--- src/hdl/accel_params.svh ---
// Constants for the accelerometer measurement and level-detection core.
// Assumes a 20 MHz core clock and a byte-wide register port driven by the host bridge.
`ifndef ACCEL_PARAMS_SVH
`define ACCEL_PARAMS_SVH
// Register offsets
`define ADDR_X10_LO 6'h00
`define ADDR_Z10_HI 6'h05
`define ADDR_X8 6'h06
`define ADDR_Y8 6'h07
`define ADDR_Z8 6'h08
`define ADDR_STATUS 6'h09
`define ADDR_DET_SRC 6'h0A
`define ADDR_MODE 6'h16
`define ADDR_IRQ_CLEAR 6'h17
`define ADDR_CTRL1 6'h18
`define ADDR_CTRL2 6'h19
`define ADDR_LIMIT 6'h1A
// Field positions
`define CTRL1_BW_BIT 7
`define CTRL1_SIGN_BIT 6
`define CTRL1_OFF_LSB 3
`define CTRL1_ROUTE_LSB 1
`define CTRL1_SWAP_BIT 0
`define CTRL2_LEVEL_AND_BIT 0
`define CTRL2_USED_MASK 8'h07
`define MODE_USED_MASK 8'h7F
`define STAT_READY_BIT 0
`define STAT_OVERRUN_BIT 1
`define SRC_LEVEL_BIT 0
`define SRC_AXIS_LSB 1
`define CLEAR_A_BIT 0
`define CLEAR_B_BIT 1
// Reset values
`define RST_CTRL1 8'h00
`define RST_CTRL2 8'h00
`define RST_LIMIT 8'h00
`define RST_MODE 8'h00
// Timing
`define CLK_HZ 20000000
`define RATE_SLOW_HZ 125
`define RATE_FAST_HZ 250
`endif

--- src/hdl/accel_pkg.sv ---
// Types shared by the accelerometer core and its helpers.
// Assumes the constants header is compiled alongside.
package accel_pkg;
   // Operating mode field
   typedef enum logic [1:0] {
      MODE_STANDBY = 2'b00,
      MODE_MEASURE = 2'b01,
      MODE_LEVEL = 2'b10,
      MODE_PULSE = 2'b11
   } op_mode_t;
   // Output range field
   typedef enum logic [1:0] {
      RANGE_8G = 2'b00,
      RANGE_2G = 2'b01,
      RANGE_4G = 2'b10
   } range_t;
   // Raw converter words, 64 counts per g
   typedef struct packed {
      logic [9:0] x;
      logic [9:0] y;
      logic [9:0] z;
   } axes10_t;
   typedef struct packed {
      logic [7:0] x;
      logic [7:0] y;
      logic [7:0] z;
   } axes8_t;
   typedef struct packed {
      logic event_hit;
      logic [2:0] axis_hit;
   } level_result_t;
   typedef struct packed {
      logic [17:0] count;
      logic tick;
   } timer_state_t;
   typedef struct packed {
      logic [7:0] ctrl1;
      logic [7:0] ctrl2;
      logic [7:0] limit;
      logic [7:0] mode_ctrl;
      axes10_t raw;
      axes8_t out8;
      logic ready;
      logic overrun;
      logic irq_a;
      logic irq_b;
      logic [3:0] src;
      logic [7:0] rdata;
   } core_state_t;
endpackage

--- src/hdl/sample_timer.sv ---
// Sample pacing counter: one tick per conversion period.
// Assumes the period input is stable while running.
`timescale 1ns/1ps
module sample_timer
   import accel_pkg::*;
(
   // Clock and reset
   input wire logic i_mclk,
   input wire logic i_sys_rst,
   // Control
   input wire logic i_run,
   input wire logic [17:0] i_period,
   // Tick
   output logic o_tick
);
   timer_state_t s;
   timer_state_t next_s;

   // Count to period minus one, then tick and wrap
   always_comb begin
      next_s = s;
      next_s.tick = 1'b0;
      if (!i_run) begin
         next_s.count = 18'h00000;
      end else if (s.count >= i_period - 18'h00001) begin
         next_s.count = 18'h00000;
         next_s.tick = 1'b1;
      end else begin
         next_s.count = s.count + 18'h00001;
      end
   end

   always_ff @(posedge i_mclk) begin
      if (i_sys_rst) begin
         s <= '0;
      end else begin
         s <= next_s;
      end
   end

   assign o_tick = s.tick;
endmodule

--- src/hdl/level_compare.sv ---
// Per-axis threshold comparison for level detection.
// Assumes 8g-scale samples, 16 counts per g, two's complement.
`timescale 1ns/1ps
module level_compare
   import accel_pkg::*;
(
   // Sample and settings
   input wire axes8_t i_sample,
   input wire logic [7:0] i_limit,
   input wire logic i_sign_mode,
   input wire logic i_and_mode,
   input wire logic [2:0] i_axis_off,
   // Result
   output level_result_t o_result
);
   logic [2:0][7:0] vals;
   logic [2:0] above;
   logic [2:0] below;
   logic [2:0] on;

   assign vals = {i_sample.z, i_sample.y, i_sample.x};
   assign on = ~i_axis_off;

   genvar i;
   generate
      for (i = 0; i < 3; i++) begin : g_axis
         logic signed [8:0] cmp;
         logic signed [8:0] thr;
         always_comb begin
            if (i_sign_mode) begin
               cmp = {vals[i][7], vals[i]};
               thr = {i_limit[7], i_limit};
            end else begin
               cmp = vals[i][7] ? 9'(-$signed({vals[i][7], vals[i]})) : {1'b0, vals[i]};
               thr = {2'b00, i_limit[6:0]};
            end
         end
         assign above[i] = cmp > thr;
         assign below[i] = cmp < thr;
      end
   endgenerate

   always_comb begin
      if (i_and_mode) begin
         o_result.axis_hit = below & on;
         o_result.event_hit = (&(below | i_axis_off)) && (|on);
      end else begin
         o_result.axis_hit = above & on;
         o_result.event_hit = |(above & on);
      end
   end
endmodule

--- src/hdl/accel_measure_level_detect.sv ---
// Measurement capture, data-ready and overrun status, and level detection
// with latched, routable interrupt lines, behind a byte register port.
// Assumes the converter presents settled 10-bit axis words, 64 counts per g,
// and the host bridge gives single-cycle read and write strobes.
`timescale 1ns/1ps
`include "accel_params.svh"
module accel_measure_level_detect
   import accel_pkg::*;
#(
   // Conversion periods in core clocks; shorten for simulation
   parameter int unsigned SLOW_PERIOD = `CLK_HZ / `RATE_SLOW_HZ,
   parameter int unsigned FAST_PERIOD = `CLK_HZ / `RATE_FAST_HZ
)
(
   // Clock and reset
   input wire logic i_mclk,
   input wire logic i_sys_rst,
   // Converter words
   input wire axes10_t i_axis_raw,
   // Register port
   input wire logic [5:0] i_reg_addr,
   input wire logic [7:0] i_reg_wdata,
   input wire logic i_reg_wr,
   input wire logic i_reg_rd,
   output logic [7:0] o_reg_rdata,
   // Pins
   output logic o_sample_ready,
   output logic o_irq_line_a,
   output logic o_irq_line_b
);

   ////////////////////////////////////////////////////////////////////////////
   // Declarations
   core_state_t s;
   core_state_t next_s;
   op_mode_t mode;
   range_t range_select;
   logic sampling;
   logic detect_on;
   logic sample_tick;
   logic [17:0] period;
   logic axis_read;
   logic status_read;
   logic clear_wr;
   axes8_t det8;
   axes8_t scaled8;
   level_result_t level_res;
   logic level_to_b;
   logic level_masked;
   logic set_a;
   logic set_b;

   ////////////////////////////////////////////////////////////////////////////
   // Helpers

   // Clip a raw word into a signed byte
   function automatic logic [7:0] sat8(input logic [9:0] v);
      logic [7:0] r;
      r = v[7:0];
      if (v[9:7] != 3'b000 && v[9:7] != 3'b111) begin
         r = v[9] ? 8'h80 : 8'h7F;
      end
      return r;
   endfunction

   function automatic logic [7:0] scale8(input logic [9:0] v, input range_t r);
      logic [7:0] o;
      o = v[9:2];
      case (r)
         RANGE_8G: o = v[9:2];
         RANGE_2G: o = sat8(v);
         RANGE_4G: o = sat8({v[9], v[9:1]});
         default: o = v[9:2];
      endcase
      return o;
   endfunction

   ////////////////////////////////////////////////////////////////////////////
   // Mode decode

   assign mode = op_mode_t'(s.mode_ctrl[1:0]);
   assign range_select = range_t'(s.mode_ctrl[3:2]);
   // Standby keeps the converter idle; registers stay reachable
   assign sampling = (mode != MODE_STANDBY);
   assign detect_on = (mode == MODE_LEVEL) || (mode == MODE_PULSE);

   ////////////////////////////////////////////////////////////////////////////
   // Sample pacing

   assign period = s.ctrl1[`CTRL1_BW_BIT] ? 18'(FAST_PERIOD) : 18'(SLOW_PERIOD);

   sample_timer u_timer (
      .i_mclk(i_mclk),
      .i_sys_rst(i_sys_rst),
      .i_run(sampling),
      .i_period(period),
      .o_tick(sample_tick)
   );

   ////////////////////////////////////////////////////////////////////////////
   // Level comparison

   assign det8.x = i_axis_raw.x[9:2];
   assign det8.y = i_axis_raw.y[9:2];
   assign det8.z = i_axis_raw.z[9:2];

   assign scaled8.x = scale8(i_axis_raw.x, range_select);
   assign scaled8.y = scale8(i_axis_raw.y, range_select);
   assign scaled8.z = scale8(i_axis_raw.z, range_select);

   level_compare u_compare (
      .i_sample(det8),
      .i_limit(s.limit),
      .i_sign_mode(s.ctrl1[`CTRL1_SIGN_BIT]),
      .i_and_mode(s.ctrl2[`CTRL2_LEVEL_AND_BIT]),
      .i_axis_off(s.ctrl1[`CTRL1_OFF_LSB +: 3]),
      .o_result(level_res)
   );

   ////////////////////////////////////////////////////////////////////////////
   // Strobe decode

   assign axis_read = i_reg_rd && (i_reg_addr <= `ADDR_Z8);
   assign status_read = i_reg_rd && (i_reg_addr == `ADDR_STATUS);
   assign clear_wr = i_reg_wr && (i_reg_addr == `ADDR_IRQ_CLEAR);

   // interrupt routing
   // Routing 11 is left for the pulse engine, so level stays off the pins
   assign level_to_b = (s.ctrl1[`CTRL1_ROUTE_LSB +: 2] == 2'b10) ^ s.ctrl1[`CTRL1_SWAP_BIT];
   // pulse engine absent; its routing code stays reserved
   assign level_masked = (s.ctrl1[`CTRL1_ROUTE_LSB +: 2] == 2'b11);

   assign set_a = sample_tick && detect_on && level_res.event_hit && !level_masked && !level_to_b;
   assign set_b = sample_tick && detect_on && level_res.event_hit && !level_masked && level_to_b;

   ////////////////////////////////////////////////////////////////////////////
   // Next state
   always_comb begin
      next_s = s;

      // Register writes
      if (i_reg_wr) begin
         case (i_reg_addr)
            `ADDR_MODE: next_s.mode_ctrl = i_reg_wdata & `MODE_USED_MASK;
            `ADDR_CTRL1: next_s.ctrl1 = i_reg_wdata;
            `ADDR_CTRL2: next_s.ctrl2 = i_reg_wdata & `CTRL2_USED_MASK;
            `ADDR_LIMIT: next_s.limit = i_reg_wdata;
            default: next_s.ctrl1 = s.ctrl1;
         endcase
      end

      // Ready drops on an axis read
      if (axis_read) begin
         next_s.ready = 1'b0;
      end
      // Overrun clears on a status read
      if (status_read) begin
         next_s.overrun = 1'b0;
      end

      if (sample_tick) begin
         next_s.raw = i_axis_raw;
         next_s.out8 = scaled8;
         next_s.ready = 1'b1;
         if (s.ready && !axis_read) begin
            next_s.overrun = 1'b1;
         end
      end

      // Host clear of the latched lines
      if (clear_wr) begin
         if (i_reg_wdata[`CLEAR_A_BIT]) begin
            next_s.irq_a = 1'b0;
         end
         if (i_reg_wdata[`CLEAR_B_BIT]) begin
            next_s.irq_b = 1'b0;
         end
         next_s.src = 4'h0;
      end

      // latch until cleared
      // A fresh event beats a clear in the same cycle
      if (set_a) begin
         next_s.irq_a = 1'b1;
      end
      if (set_b) begin
         next_s.irq_b = 1'b1;
      end
      if (set_a || set_b) begin
         next_s.src[`SRC_LEVEL_BIT] = 1'b1;
         // Base is the post-clear value, so a same-cycle clear drops stale axes
         next_s.src[`SRC_AXIS_LSB +: 3] = next_s.src[`SRC_AXIS_LSB +: 3] | level_res.axis_hit;
      end

      // Registered read data; unmapped offsets read zero
      if (i_reg_rd) begin
         case (i_reg_addr)
            6'h00: next_s.rdata = s.raw.x[7:0];
            6'h01: next_s.rdata = {6'h00, s.raw.x[9:8]};
            6'h02: next_s.rdata = s.raw.y[7:0];
            6'h03: next_s.rdata = {6'h00, s.raw.y[9:8]};
            6'h04: next_s.rdata = s.raw.z[7:0];
            `ADDR_Z10_HI: next_s.rdata = {6'h00, s.raw.z[9:8]};
            `ADDR_X8: next_s.rdata = s.out8.x;
            `ADDR_Y8: next_s.rdata = s.out8.y;
            `ADDR_Z8: next_s.rdata = s.out8.z;
            `ADDR_STATUS: next_s.rdata = {6'h00, s.overrun, s.ready};
            `ADDR_DET_SRC: next_s.rdata = {4'h0, s.src};
            `ADDR_MODE: next_s.rdata = s.mode_ctrl;
            `ADDR_CTRL1: next_s.rdata = s.ctrl1;
            `ADDR_CTRL2: next_s.rdata = s.ctrl2;
            `ADDR_LIMIT: next_s.rdata = s.limit;
            default: next_s.rdata = 8'h00;
         endcase
      end
   end

   ////////////////////////////////////////////////////////////////////////////
   // State register
   always_ff @(posedge i_mclk) begin
      if (i_sys_rst) begin
         s <= '0;
         s.ctrl1 <= `RST_CTRL1;
         s.ctrl2 <= `RST_CTRL2;
         s.limit <= `RST_LIMIT;
         s.mode_ctrl <= `RST_MODE;
      end else begin
         s <= next_s;
      end
   end

   ////////////////////////////////////////////////////////////////////////////
   // Outputs, all straight from the state register
   assign o_reg_rdata = s.rdata;
   // Pin and status bit share one flop so they never disagree
   assign o_sample_ready = s.ready;
   assign o_irq_line_a = s.irq_a;
   assign o_irq_line_b = s.irq_b;

endmodule

--- config.mk ---
export PLATFORM = sky130hd
export DESIGN_NAME = accel_measure_level_detect
export DESIGN_NICKNAME = d
export VERILOG_FILES = /design/src/hdl/accel_pkg.sv /design/src/hdl/sample_timer.sv /design/src/hdl/level_compare.sv /design/src/hdl/accel_measure_level_detect.sv
export VERILOG_INCLUDE_DIRS = /design/src /design/src/hdl
export SDC_FILE = /design/constraint.sdc
export NUM_CORES = 1
export LEC_CHECK = 0
export BUFFER_PORTS_ARGS = -buffer_cell sky130_fd_sc_hd__buf_2
export CAP_MARGIN = 0
export CORE_MARGIN = 3
export CORE_UTILIZATION = 59
export CTS_BUF_LIST = sky130_fd_sc_hd__clkbuf_2 sky130_fd_sc_hd__clkbuf_4 sky130_fd_sc_hd__clkbuf_8
export DETAILED_ROUTE_END_ITERATION = 10
export PLACE_DENSITY = 0.81
export SLEW_MARGIN = 15
export SYNTH_ARGS = -nofsm -noshare
export SYNTH_HDL_FRONTEND = slang
export SYNTH_HIERARCHICAL = 1
export SYNTH_SLANG_ARGS = --single-unit
--- constraint.sdc ---
create_clock -name i_mclk -period 4.1 [get_ports i_mclk]
set_input_delay 0.82 -clock i_mclk [delete_from_list [all_inputs] [get_ports i_mclk]]
set_output_delay 0.82 -clock i_mclk [all_outputs]
set_load 0.02 [all_outputs]
* After elaboration in Yosys (flattened, before gate mapping)
Index checks and enable logic that the tools add are counted.
Widths: inputs -> output; s select.
** Storage, ports and cells
- Flip-flop bits (word level) :: 115
- Latch bits :: 0
- RAM bits :: 0
- Memory bits (read-only) :: 0
- Input port bits :: 48
- Memories :: 0
** Operators by class
- $add $sub $neg :: 5
- Multiply operators :: 0
- Divide/modulo/power cells :: 0
- Magnitude comparators :: 8
- Equal/unequal tests :: 27
- Shifts and indexed selects :: 0
- Mux-type cells :: 33
- Bitwise gates (word level) :: 7
- Reduce and logical (&&, ||, !) cells :: 46
** Operators by type and width (count)
- $pmux 8 s15 :: 1
- $mux 8 :: 9
- $mux 9 :: 7
- $pmux 8 s2 :: 3
- $eq 6x5->1 const B :: 5
- $gt 9x9->1 :: 3
- $lt 9x9->1 :: 3
- $neg 8->9 :: 3
- $eq 6x3->1 const B :: 4
- $add 18x1->18 const B :: 1
- $eq 6x4->1 const B :: 3
- $ge 18x18->1 :: 1
- $mux 18 :: 1
- $ne 3x3->1 const B :: 6
- $reduce_bool 3->1 :: 6
- $sub 18x1->18 const B :: 1
- $logic_and 1x1->1 :: 16
- $reduce_bool 2->1 :: 7
- $eq 6x2->1 const B :: 2
- $reduce_and 2->1 :: 6
- $eq 2x2->1 const B :: 5
- $reduce_or 3->1 :: 3
- $mux 1 :: 8
- $mux 4 :: 2
- 15 further kinds :: 20

* Logic depth before layout (Yosys ltp)
Gate-level depths: netlist of run 1.
- Word-level depth :: 13
- Mapped depth :: 15

* By module
Netlist of run 1, hierarchy kept.
** Modules (own cells, without submodules)
- accel_measure_level_detect :: instances 1, cells each 626, area each 5282.6 um^2
- sample_timer :: instances 1, cells each 172, area each 1482.7 um^2
- level_compare :: instances 1, cells each 166, area each 1256.2 um^2

* Worst setup path before layout of run 1
No wires, ideal clock.
- Path type :: input -> register
- Start point :: input port i_axis_raw[2] in the netlist's numbering
- End point :: register s[10] in the netlist's numbering
- Library setup time :: 0.065 ns
- Arrival time :: 3.400 ns
- Required time :: 4.035 ns
- Slack :: 0.635 ns
- Stages :: 15
- Buffers on the path :: 0
- Cells stage by stage :: inv_1 -> ha_1 -> a21oi_1 -> xor2_1 -> ha_1 -> a21oi_1 -> o21ai_1 -> a2111oi_4 -> xnor2_2 -> a2bb2o_4 -> o211ai_2 -> nand3_1 -> a21oi_1 -> a22oi_1 -> nor2_1
** RTL lines
- start, declared :: line accel_measure_level_detect.sv:19 : input wire axes10_t i_axis_raw,
- end signal, assigned :: line accel_measure_level_detect.sv:228 : s <= next_s;
- end, declared :: line accel_measure_level_detect.sv:34 : core_state_t s;

==> results.py, run 1 <==
metrics = {
    "run_status": {
        "outcome": "finished clean",
    },
    "sta": {
        "final.min_clock_period_ns": 3.74,
        "post-route-period-util_pct": 91.2,
        "fmax_mhz": 267,
        "final-hold-violation-count": 0,
        "relSlewSlack_pct": 35.7,
        "tns_ns": 0,
        "holdWs_ns": 0.477,
        "fin_worst_skew_ns": 0.0160,
        "maxSlewViolCount": 0,
        "tightestPinTransition_ns": 0.965,
        "setup-violations-final": 0,
        "rsz0062_at_grt": "false",
    },
    "worst_setup_path": {
        "start_kind": "flop",
        "r2r_slack_ns": 0.36,
        "r2r_cells": 13,
        "r2r_end": "s[9]$_SDFF_PP0_",
        "crit_arrival_ns": 4.13,
        "worstPathMaxFanout": 12,
        "cpPeakStageDelay_ns": 0.68,
        "cp_cell_sequence": "nand2b_1 > mux2_2 > ha_1 > nand4_1 > nor3_2 > a2111oi_4 > xnor2_2 > a2bb2o_4 > o211ai_2 > nand3_1 > a21oi_1 > a22oi_1 > nor2_1",
        "reg2reg_from": "s[100]$_SDFFE_PP0P_",
        "crit_required_ns": 4.49,
        "critical_path_class": "flop to flop",
        "end_kind": "flop",
        "cpMaxStageDelayCell": "dfxtp_1",
    },
    "synthesis": {
        "yosysTopAreaCell": "dfxtp_1",
        "synth_cell_type_count": 80,
        "syn_area_sq_um": 8020,
        "synth_fa_ha_area_share_pct": 9.05,
        "muxShareOfSynthArea_pct": 8.84,
        "synth_cells": 964,
        "synth-seq-cells": 115,
        "synth-compound-area-share_pct": 21.0,
        "synth.avg_cell_area_sq_um": 8.32,
        "yosysWarnings": 6,
        "synth.area.top_cells": "dfxtp_1 (29%), ha_1 (9.0%), mux2i_1 (7.9%)",
        "synth_top_family_by_area": "simple AND/OR/NAND/NOR gates",
        "yosysTopAreaCellShare_pct": 28.7,
        "synth-edff-count": 0,
        "synthArstFlopShare_pct": 0,
        "synth_ff_type": "dfxtp_1",
        "yosys.area_share.xor_xnor_pct": 5.54,
        "yosysSeqAreaShare_pct": 28.7,
        "synth_simple_gate_area_share_pct": 21.1,
    },
    "placement": {
        "port_buffers": 58,
        "gp_congestion": 0.959,
        "dp_hpwl_um": 16500,
        "dpl.cell_count": 1185,
    },
    "floorplanning": {
        "start_util_pct": 61.8,
        "dieArea_sq_um": 15000,
        "ioPinCount": 59,
        "die_x_um": 123,
        "core_sq_um": 13000,
        "die_h_um": 123,
        "rows": 41,
    },
    "detailed_routing": {
        "drc": 0,
        "postRouteWirelength_um": 22700,
        "wl_met3_um": 2270,
        "wl_met2_um": 9800,
        "vias_per_cell": 6.12,
        "wl_met1_um": 9910,
        "num_vias": 7443,
        "avgRoutedWirePerCell_um": 18.6,
        "ant_nets": 0,
        "maxUsedRoutingLayer": "met4",
        "dr.pass1.iters": 7,
        "first_iter_violations": 837,
    },
    "power_and_ir_drop": {
        "leakagePower_nw": 3.68,
        "p_per_area_nw_per_um2": 276,
        "irDropWorstVdd_v": 0.000230,
    },
    "clock_tree": {
        "cts_setup_buffers": 0,
        "cts_made_buffers": 17,
        "cts.sinks": 115,
        "clock-root-buffer": "clkbuf_8",
        "cts_tree": "yes",
        "clk_latency_ns": 0.45,
        "cts_resized": 0,
        "clkTransAtPathRegs_ns": 0.08,
        "cts_max_level": 4,
        "postCtsHoldBufs": 0,
        "clockBufferDepth": 2,
    },
    "grt": {
        "grt.overflow.total": 0,
        "track_usage_pct": 30.8,
        "grt_pass1_wl_um": 35900,
        "grt_max_degree": 67,
        "grt_pass1_vias": 6829,
        "antenna_found_initial": 0,
    },
    "flow_run": {
        "maxCapViolCount": 0,
    },
    "worst_hold_path": {
        "holdCritStartpoint": "s[20]$_SDFFE_PP0P_",
        "min_path_cells": 2,
        "hold_path_class": "flop to flop",
        "min_to": "s[20]$_SDFFE_PP0P_",
    },
    "cells_and_area": {
        "final_cells": 1217,
        "areaGrowthSynthToFinish_pct": 10.0,
        "nets": 1138,
        "layout-drive-gt1-share_pct": 12.7,
        "diodes": 0,
    },
}
-- logic make-up after synthesis --
logic type,Yosys count
compound gates,233
xor+xnor,49
fa+ha+maj,58
buf+inv,105
flops,115
mux,69
other cells,2
simple gates,333
-- how the worst max path moves through the flow --
| stage | start | to | depth (start not counted) |
|---|---|---|---|
| 4_1_cts | s[100]$_SDFFE_PP0P_ | s[9]$_SDFF_PP0_ | 13 |
| 5_1_grt | s[100]$_SDFFE_PP0P_ | s[9]$_SDFF_PP0_ | 14 |
| 6_report | s[100]$_SDFFE_PP0P_ | s[9]$_SDFF_PP0_ | 13 |
| 3_5_place_dp | i_axis_raw[6] | s[9]$_SDFF_PP0_ | 15 |
| 2_1_floorplan | i_axis_raw[2] | s[10]$_SDFF_PP0_ | 15 |
| 3_3_place_gp | i_axis_raw[2] | s[9]$_SDFF_PP0_ | 16 |
-- final cells by class --
type | instances | area (sq um)
multi-input cells | 786 | 5420
fillers | 1094 | 4150
flip-flops and latches | 115 | 2310
repair buffers | 65 | 355
clock buffers | 21 | 270
well taps | 172 | 215
inverters | 47 | 176
clock inverters | 11 | 81.3
-- cells in the mapped netlist (all sizes together) (4+ instances only) --
cell     count
a31oi        8
xor2        32
and4         4
a21boi       8
nor2       108
nand4        8
nand2b      21
clkbuf      33
mux2i       63
o211ai       4
nand3       34
nand2       68
a21o        22
dfxtp      115
a221o        6
o2bb2ai      8
nor3        41
nor4         9
xnor2       17
and3         4
a221oi      15
a21oi       58
o21ai       35
and2         8
a311oi      11
o21bai      12
nor2b        9
nand3b       7
a22oi       10
inv         47
a22o         5
mux2         5
ha          58
buf         25
a211oi      11
-- through the flow --
stage               instance area [sq um]  utilization, %  total power, mW  worst slack (ns)
floorplan                            8180               -             1.38             0.635
detailed placement                   8480            65.3             1.49            0.0767
finish                               8830            68.0             2.43             0.362
CTS                                  8830            68.0             2.44             0.408
global route                         8830            68.0             2.53             0.162
global placement                     8480            65.3             1.48             0.232
-- registers in the layout (all words and copies together) (netlist names) --
register,count
range_select,2
o_sample_ready,1
o_irq_line_a,1
u_timer/o_tick,1
o_reg_rdata,8
o_irq_line_b,1
mode,2
u_timer/s,18
s,81
-- metal layers --
layer	up-vias	track usage, %
li1	3577	-
met1	3445	43.3
met2	368	45.8
met3	53	7.47
met4	0	11.5
met5	-	0
-- worst max-delay path, delay by kind of cell (launching register included) --
family	cells	cell delay [ns]
DFF	1	0.68
xor gates and xnor gates	1	0.19
muxes	1	0.39
adders and majority gates	1	0.28
AOI/OAI and AO/OA	5	1.39
and+or+nand+nor	5	0.74
-- report_power, final --
part,total (mW),internal (mW),switching [mW]
clock,0.961,0.456,0.505
combinational,0.355,0.134,0.221
sequential,1.12,1.12,0.00171
-- placed cells by master, fill, tap and decap left out, types with 5 or more instances in the layout --
cell type | netlist | routed
a22oi_1 | 9 | 9
mux2_2 | 5 | 5
clkinv_4 | 0 | 5
o21ai_1 | 6 | 6
a311oi_1 | 11 | 11
a22o_1 | 5 | 5
a31oi_1 | 8 | 8
buf_2 | 9 | 58
dfxtp_1 | 115 | 114
nand3b_1 | 7 | 7
nand2_1 | 67 | 67
inv_1 | 47 | 47
nor4_1 | 7 | 7
a21boi_0 | 7 | 7
and2_1 | 8 | 8
xor2_1 | 31 | 31
nor3_1 | 39 | 39
nand2b_1 | 21 | 21
mux2i_1 | 63 | 63
o21bai_1 | 12 | 12
conb_1 | 2 | 44
a221oi_1 | 14 | 14
nand4_1 | 8 | 8
clkbuf_8 | 0 | 18
a221o_1 | 6 | 6
nor2b_1 | 8 | 8
o2bb2ai_1 | 8 | 8
xnor2_1 | 16 | 16
a21oi_1 | 56 | 56
o21ai_0 | 27 | 27
nand3_1 | 34 | 34
buf_4 | 9 | 6
ha_1 | 58 | 58
a211oi_1 | 11 | 11
a21o_1 | 22 | 22
nor2_1 | 105 | 105
Note: power is estimated with default switching activity, not from simulation.
==> run 2: changes to the inputs <==
--- a/config.mk
+++ b/config.mk
@@ -11,8 +11,11 @@
 export CORE_MARGIN = 3
 export CORE_UTILIZATION = 59
 export CTS_BUF_LIST = sky130_fd_sc_hd__clkbuf_2 sky130_fd_sc_hd__clkbuf_4 sky130_fd_sc_hd__clkbuf_8
+export CTS_CLUSTER_SIZE = 40
 export DETAILED_ROUTE_END_ITERATION = 10
+export GPL_TIMING_DRIVEN = 0
 export PLACE_DENSITY = 0.81
+export RECOVER_POWER = 50
 export SLEW_MARGIN = 15
 export SYNTH_ARGS = -nofsm -noshare
 export SYNTH_HDL_FRONTEND = slang
==> results.py, run 2 (same netlist as run 1, synthesis figures left out) <==
metrics = {
    "clock_tree": {
        "cts.sinks": 115,
        "cts_max_level": 4,
        "cts_made_buffers": 17,
        "cts_setup_buffers": 0,
        "cts_resized": 0,
        "clk_latency_ns": 0.44,
        "clock-root-buffer": "clkbuf_8",
        "postCtsHoldBufs": 0,
        "clkTransAtPathRegs_ns": 0.08,
        "clockBufferDepth": 2,
        "cts_tree": "yes",
    },
    "worst_hold_path": {
        "min_to": "o_irq_line_b$_SDFFE_PP0P_",
        "holdCritStartpoint": "o_irq_line_b$_SDFFE_PP0P_",
        "hold_path_class": "flop to flop",
        "min_path_cells": 2,
    },
    "detailed_routing": {
        "first_iter_violations": 1055,
        "ant_nets": 0,
        "postRouteWirelength_um": 24000,
        "drc": 0,
        "num_vias": 7698,
        "vias_per_cell": 6.08,
        "dr.pass1.iters": 7,
        "avgRoutedWirePerCell_um": 18.9,
    },
    "grt": {
        "global_route.peak_usage_layer": "met2",
        "grt_use_met1_pct": 46.3,
        "grt_pass1_wl_um": 37900,
        "grt_max_degree": 17,
        "track_usage_pct": 32.7,
        "grt_util_met2_pct": 50.3,
        "grt.overflow.total": 0,
        "grtUsageMet3_pct": 6.59,
        "antenna_found_initial": 0,
        "grt_pass1_vias": 7163,
    },
    "cells_and_area": {
        "nets": 1188,
        "mostFrequentLayoutCell": "dfxtp_1",
        "areaGrowthSynthToFinish_pct": 12.4,
        "final_cells": 1267,
        "layout-drive-gt1-share_pct": 11.6,
        "fin_util_pct": 69.5,
        "regMostFlops": "s",
        "layout_common_cells": "dfxtp_1 (115), nor2_1 (105), nand2_1 (67)",
        "largest_reg_flops": 81,
        "diodes": 0,
    },
    "floorplanning": {
        "start_util_pct": 61.8,
        "core_sq_um": 13000,
        "die_x_um": 123,
        "rows": 41,
        "die_h_um": 123,
        "ioPinCount": 59,
        "dieArea_sq_um": 15000,
    },
    "sta": {
        "rsz0062_at_grt": "false",
        "tightestPinTransition_ns": 0.852,
        "relSlewSlack_pct": 43.2,
        "tns_ns": 0,
        "post-route-period-util_pct": 92.5,
        "fmax_mhz": 264,
        "holdWs_ns": 0.478,
        "fin_worst_skew_ns": 0.00972,
        "final.min_clock_period_ns": 3.79,
        "setup-violations-final": 0,
        "final-hold-violation-count": 0,
        "maxSlewViolCount": 0,
    },
    "worst_setup_path": {
        "r2r_cells": 15,
        "crit_arrival_ns": 4.18,
        "reg2reg_from": "s[100]$_SDFFE_PP0P_",
        "end_kind": "flop",
        "crit_required_ns": 4.48,
        "r2r_slack_ns": 0.31,
        "worstPathMaxFanout": 10,
        "start_kind": "flop",
        "critical_path_class": "flop to flop",
        "r2r_end": "s[11]$_SDFF_PP0_",
    },
    "placement": {
        "dpl.cell_count": 1235,
        "dp_hpwl_um": 18300,
        "port_buffers": 57,
        "gp_congestion": 0.981,
    },
    "power_and_ir_drop": {
        "leakagePower_nw": 3.69,
        "irDropWorstVdd_v": 0.000207,
        "power_mw": 2.45,
        "p_per_area_nw_per_um2": 271,
    },
    "flow_run": {
        "maxCapViolCount": 0,
    },
    "run_status": {
        "outcome": "finished clean",
    },
}
-- run 2: cell count changes in the layout (fill, tap and decap cells not counted), sizes merged --
cell,change
clkbuf,+51
inv,+1
clkinv,-5
buf,-3
clkinvlp,+6
-- run 2: critical path, cell delays in order, from the launching register on --
cell	delay [ns]
dfxtp_1	0.37
clkbuf_1	0.38
nand2b_1	0.30
a21oi_1	0.08
xor2_1	0.15
ha_1	0.31
a21oi_1	0.16
o21ai_1	0.12
a2111oi_4	0.41
xnor2_2	0.19
a2bb2o_4	0.24
o211ai_2	0.18
nand3_1	0.10
a21oi_1	0.47
a22oi_1	0.18
nor2_1	0.10
-- run 2: area by class of cell --
cell class / instances / area (sq um)
tap: 172 / 215
inverter: 47 / 176
buffer: 58 / 274
multi-input combinational: 786 / 5420
fill: 1113 / 3960
sequential: 115 / 2300
clock inverter: 13 / 105
timing repair buffer: 57 / 268
clock buffer: 19 / 255
-- run 2: worst max path at each step --
stage | start | endpoint | cells past startpoint
final | s[100]$_SDFFE_PP0P_ | s[11]$_SDFF_PP0_ | 15
after global routing | s[100]$_SDFFE_PP0P_ | o_irq_line_b$_SDFFE_PP0P_ | 15
after CTS | s[100]$_SDFFE_PP0P_ | s[11]$_SDFF_PP0_ | 15
after detailed placement | i_axis_raw[12] | s[11]$_SDFF_PP0_ | 16
after global placement | i_axis_raw[12] | s[10]$_SDFF_PP0_ | 16
after floorplan | i_axis_raw[2] | s[10]$_SDFF_PP0_ | 15
-- run 2: stage by stage --
stage	cell area [sq um]	worst slack [ns]
final	9020	0.307
after global routing	9020	0.0872
after CTS	9040	0.361
after detailed placement	8680	-0.0882
after global placement	8680	-0.0393
after floorplan	8180	0.635
-- run 2: report_power, final --
group	switching (mW)	total, mW	internal [mW]
combinational	0.231	0.364	0.134
clock	0.517	0.963	0.446
sequential	0.00167	1.12	1.12
total	0.749	2.45	1.70
-- run 2: metal layers --
layer,part of all wire [%],routed length [um],up-vias
li1,-,-,3656
met4,2.8,680,0
met5,0,0,-
met1,44,10500,3528
met2,43,10200,427
met3,11,2600,87
==> run 3: changes to the inputs <==
==> constraint.sdc (replaced) <==
create_clock -name i_mclk -period 3.7 [get_ports i_mclk]
set_input_delay 0.74 -clock i_mclk [delete_from_list [all_inputs] [get_ports i_mclk]]
set_output_delay 0.74 -clock i_mclk [all_outputs]
set_load 0.02 [all_outputs]
==> results.py, run 3 (same netlist as run 1, synthesis figures left out) <==
metrics = {
    "detailed_routing": {
        "first_iter_violations": 1082,
        "num_vias": 7741,
        "avgRoutedWirePerCell_um": 19.1,
        "vias_per_cell": 6.11,
        "postRouteWirelength_um": 24100,
        "ant_nets": 0,
        "drc": 0,
        "dr.pass1.iters": 6,
    },
    "floorplanning": {
        "ioPinCount": 59,
        "rows": 41,
        "die_x_um": 123,
        "die_h_um": 123,
        "core_sq_um": 13000,
        "start_util_pct": 61.8,
        "dieArea_sq_um": 15000,
    },
    "clock_tree": {
        "cts.sinks": 115,
        "cts_setup_buffers": 0,
        "clockBufferDepth": 2,
        "cts_max_level": 4,
        "clock-root-buffer": "clkbuf_8",
        "cts_made_buffers": 17,
        "clk_latency_ns": 0.44,
        "clkTransAtPathRegs_ns": 0.08,
        "cts_tree": "yes",
    },
    "worst_setup_path": {
        "end_kind": "flop",
        "cpMaxStageDelayCell": "a2111oi_4",
        "cpPeakStageDelay_ns": 0.40,
        "crit_buf_inv": 2,
        "cp_cell_sequence": "buf_2 > inv_1 > ha_1 > a21oi_1 > xor2_1 > ha_1 > a21oi_2 > o21ai_2 > a2111oi_4 > xor2_2 > a2bb2o_4 > o211ai_2 > nand3_1 > a21oi_4 > a22oi_1 > nor2_1",
        "start_kind": "input port",
        "critical_path_class": "input port to flop",
        "crit_cells": 16,
        "crit_top_cell": "ha_1",
        "r2r_cells": 14,
        "worstPathMaxFanout": 8,
        "crit_required_ns": 4.08,
        "critPathTopFamily": "compound AO/OA/AOI/OAI gates",
        "crit_arrival_ns": 3.85,
    },
    "cells_and_area": {
        "layout_common_cells": "dfxtp_1 (114), nor2_1 (105), nand2_1 (67)",
        "seq_area_sq_um": 2300,
        "areaGrowthSynthToFinish_pct": 12.6,
        "largest_reg_flops": 81,
        "mostFrequentLayoutCell": "dfxtp_1",
        "nets": 1187,
        "diodes": 0,
        "regMostFlops": "s",
        "multi_input_area_sq_um": 5440,
        "fillers": 1107,
        "layout-drive-gt1-share_pct": 12.0,
    },
    "power_and_ir_drop": {
        "power_mw": 2.72,
        "irDropWorstVdd_v": 0.000231,
        "p_per_area_nw_per_um2": 301,
        "leakagePower_nw": 3.69,
    },
    "sta": {
        "maxSlewViolCount": 0,
        "fmax_mhz": 289,
        "fin_worst_skew_ns": 0.0105,
        "post-route-period-util_pct": 93.6,
        "final-hold-violation-count": 0,
        "setup-violations-final": 0,
        "rsz0062_at_grt": "false",
        "relSlewSlack_pct": 44.0,
        "tns_ns": 0,
        "final.min_clock_period_ns": 3.46,
        "tightestPinTransition_ns": 0.841,
    },
    "grt": {
        "grt.overflow.total": 0,
        "track_usage_pct": 32.8,
        "antenna_found_initial": 0,
        "grt_pass1_wl_um": 38000,
        "grt_pass1_vias": 7178,
        "grt_max_degree": 17,
    },
    "placement": {
        "dp_hpwl_um": 18300,
        "gp_congestion": 0.981,
        "port_buffers": 57,
    },
    "run_status": {
        "outcome": "finished clean",
    },
    "worst_hold_path": {
        "hold_path_class": "flop to flop",
        "min_path_cells": 2,
    },
    "flow_run": {
        "maxCapViolCount": 0,
    },
}
run 3: final cells by class:
| type | count | share of cell area (%) |
|---|---|---|
| plain buffers | 57 | 2.99 |
| clock buffers | 19 | 2.83 |
| clock inverters | 13 | 1.16 |
| inverters | 47 | 1.95 |
| multi-input cells | 786 | 60.2 |
| flip-flops and latches | 115 | 25.5 |
| well taps | 172 | 2.38 |
| repair buffers | 57 | 2.98 |
run 3: worst paths after layout:
kind                                           startpoint                        end  slack, ns
worst max-delay path                       i_axis_raw[12]           s[11]$_SDFF_PP0_       0.24
worst min-delay path            o_irq_line_b$_SDFFE_PP0P_  o_irq_line_b$_SDFFE_PP0P_       0.48
worst max register to register        s[100]$_SDFFE_PP0P_           s[11]$_SDFF_PP0_       0.30
worst min register to register  o_irq_line_b$_SDFFE_PP0P_  o_irq_line_b$_SDFFE_PP0P_       0.48
run 3: routing by layer:
layer	wire length, um	share of wire [%]	track usage [%]
met5	0	0	0
met4	578	2.4	10.6
met3	2560	11	6.91
met2	10400	43	50.2
met1	10600	44	46.1
run 3: repair_timing:
action	CTS	global route
pin swaps	0	0
hold buffers	0	0
setup endpoints to repair	15	7
gates resized for setup	2	2
run 3: power breakdown:
| group | switching [mW] | internal, mW |
|---|---|---|
| Sequential | 0.00203 | 1.24 |
| Combinational | 0.257 | 0.149 |
| Clock | 0.576 | 0.495 |
| Total | 0.836 | 1.88 |
run 3: worst min-delay path: cells and delay by family (launching register included):
| kind | cells | cell delay, ns |
|---|---|---|
| flops | 1 | 0.31 |
| compound gates | 2 | 0.12 |
run 3: through the flow:
step	utilization [%]	area, sq um	worst slack [ns]	hold WS (ns)	cells
after floorplan	-	8180	0.315	0.436	1006
final	69.6	9030	0.237	0.478	1266
after detailed placement	66.9	8680	-0.408	0.466	1235
after global routing	69.6	9030	0.0354	0.506	1266
after global placement	66.9	8680	-0.359	0.453	1235
after CTS	69.7	9040	0.132	0.476	1267
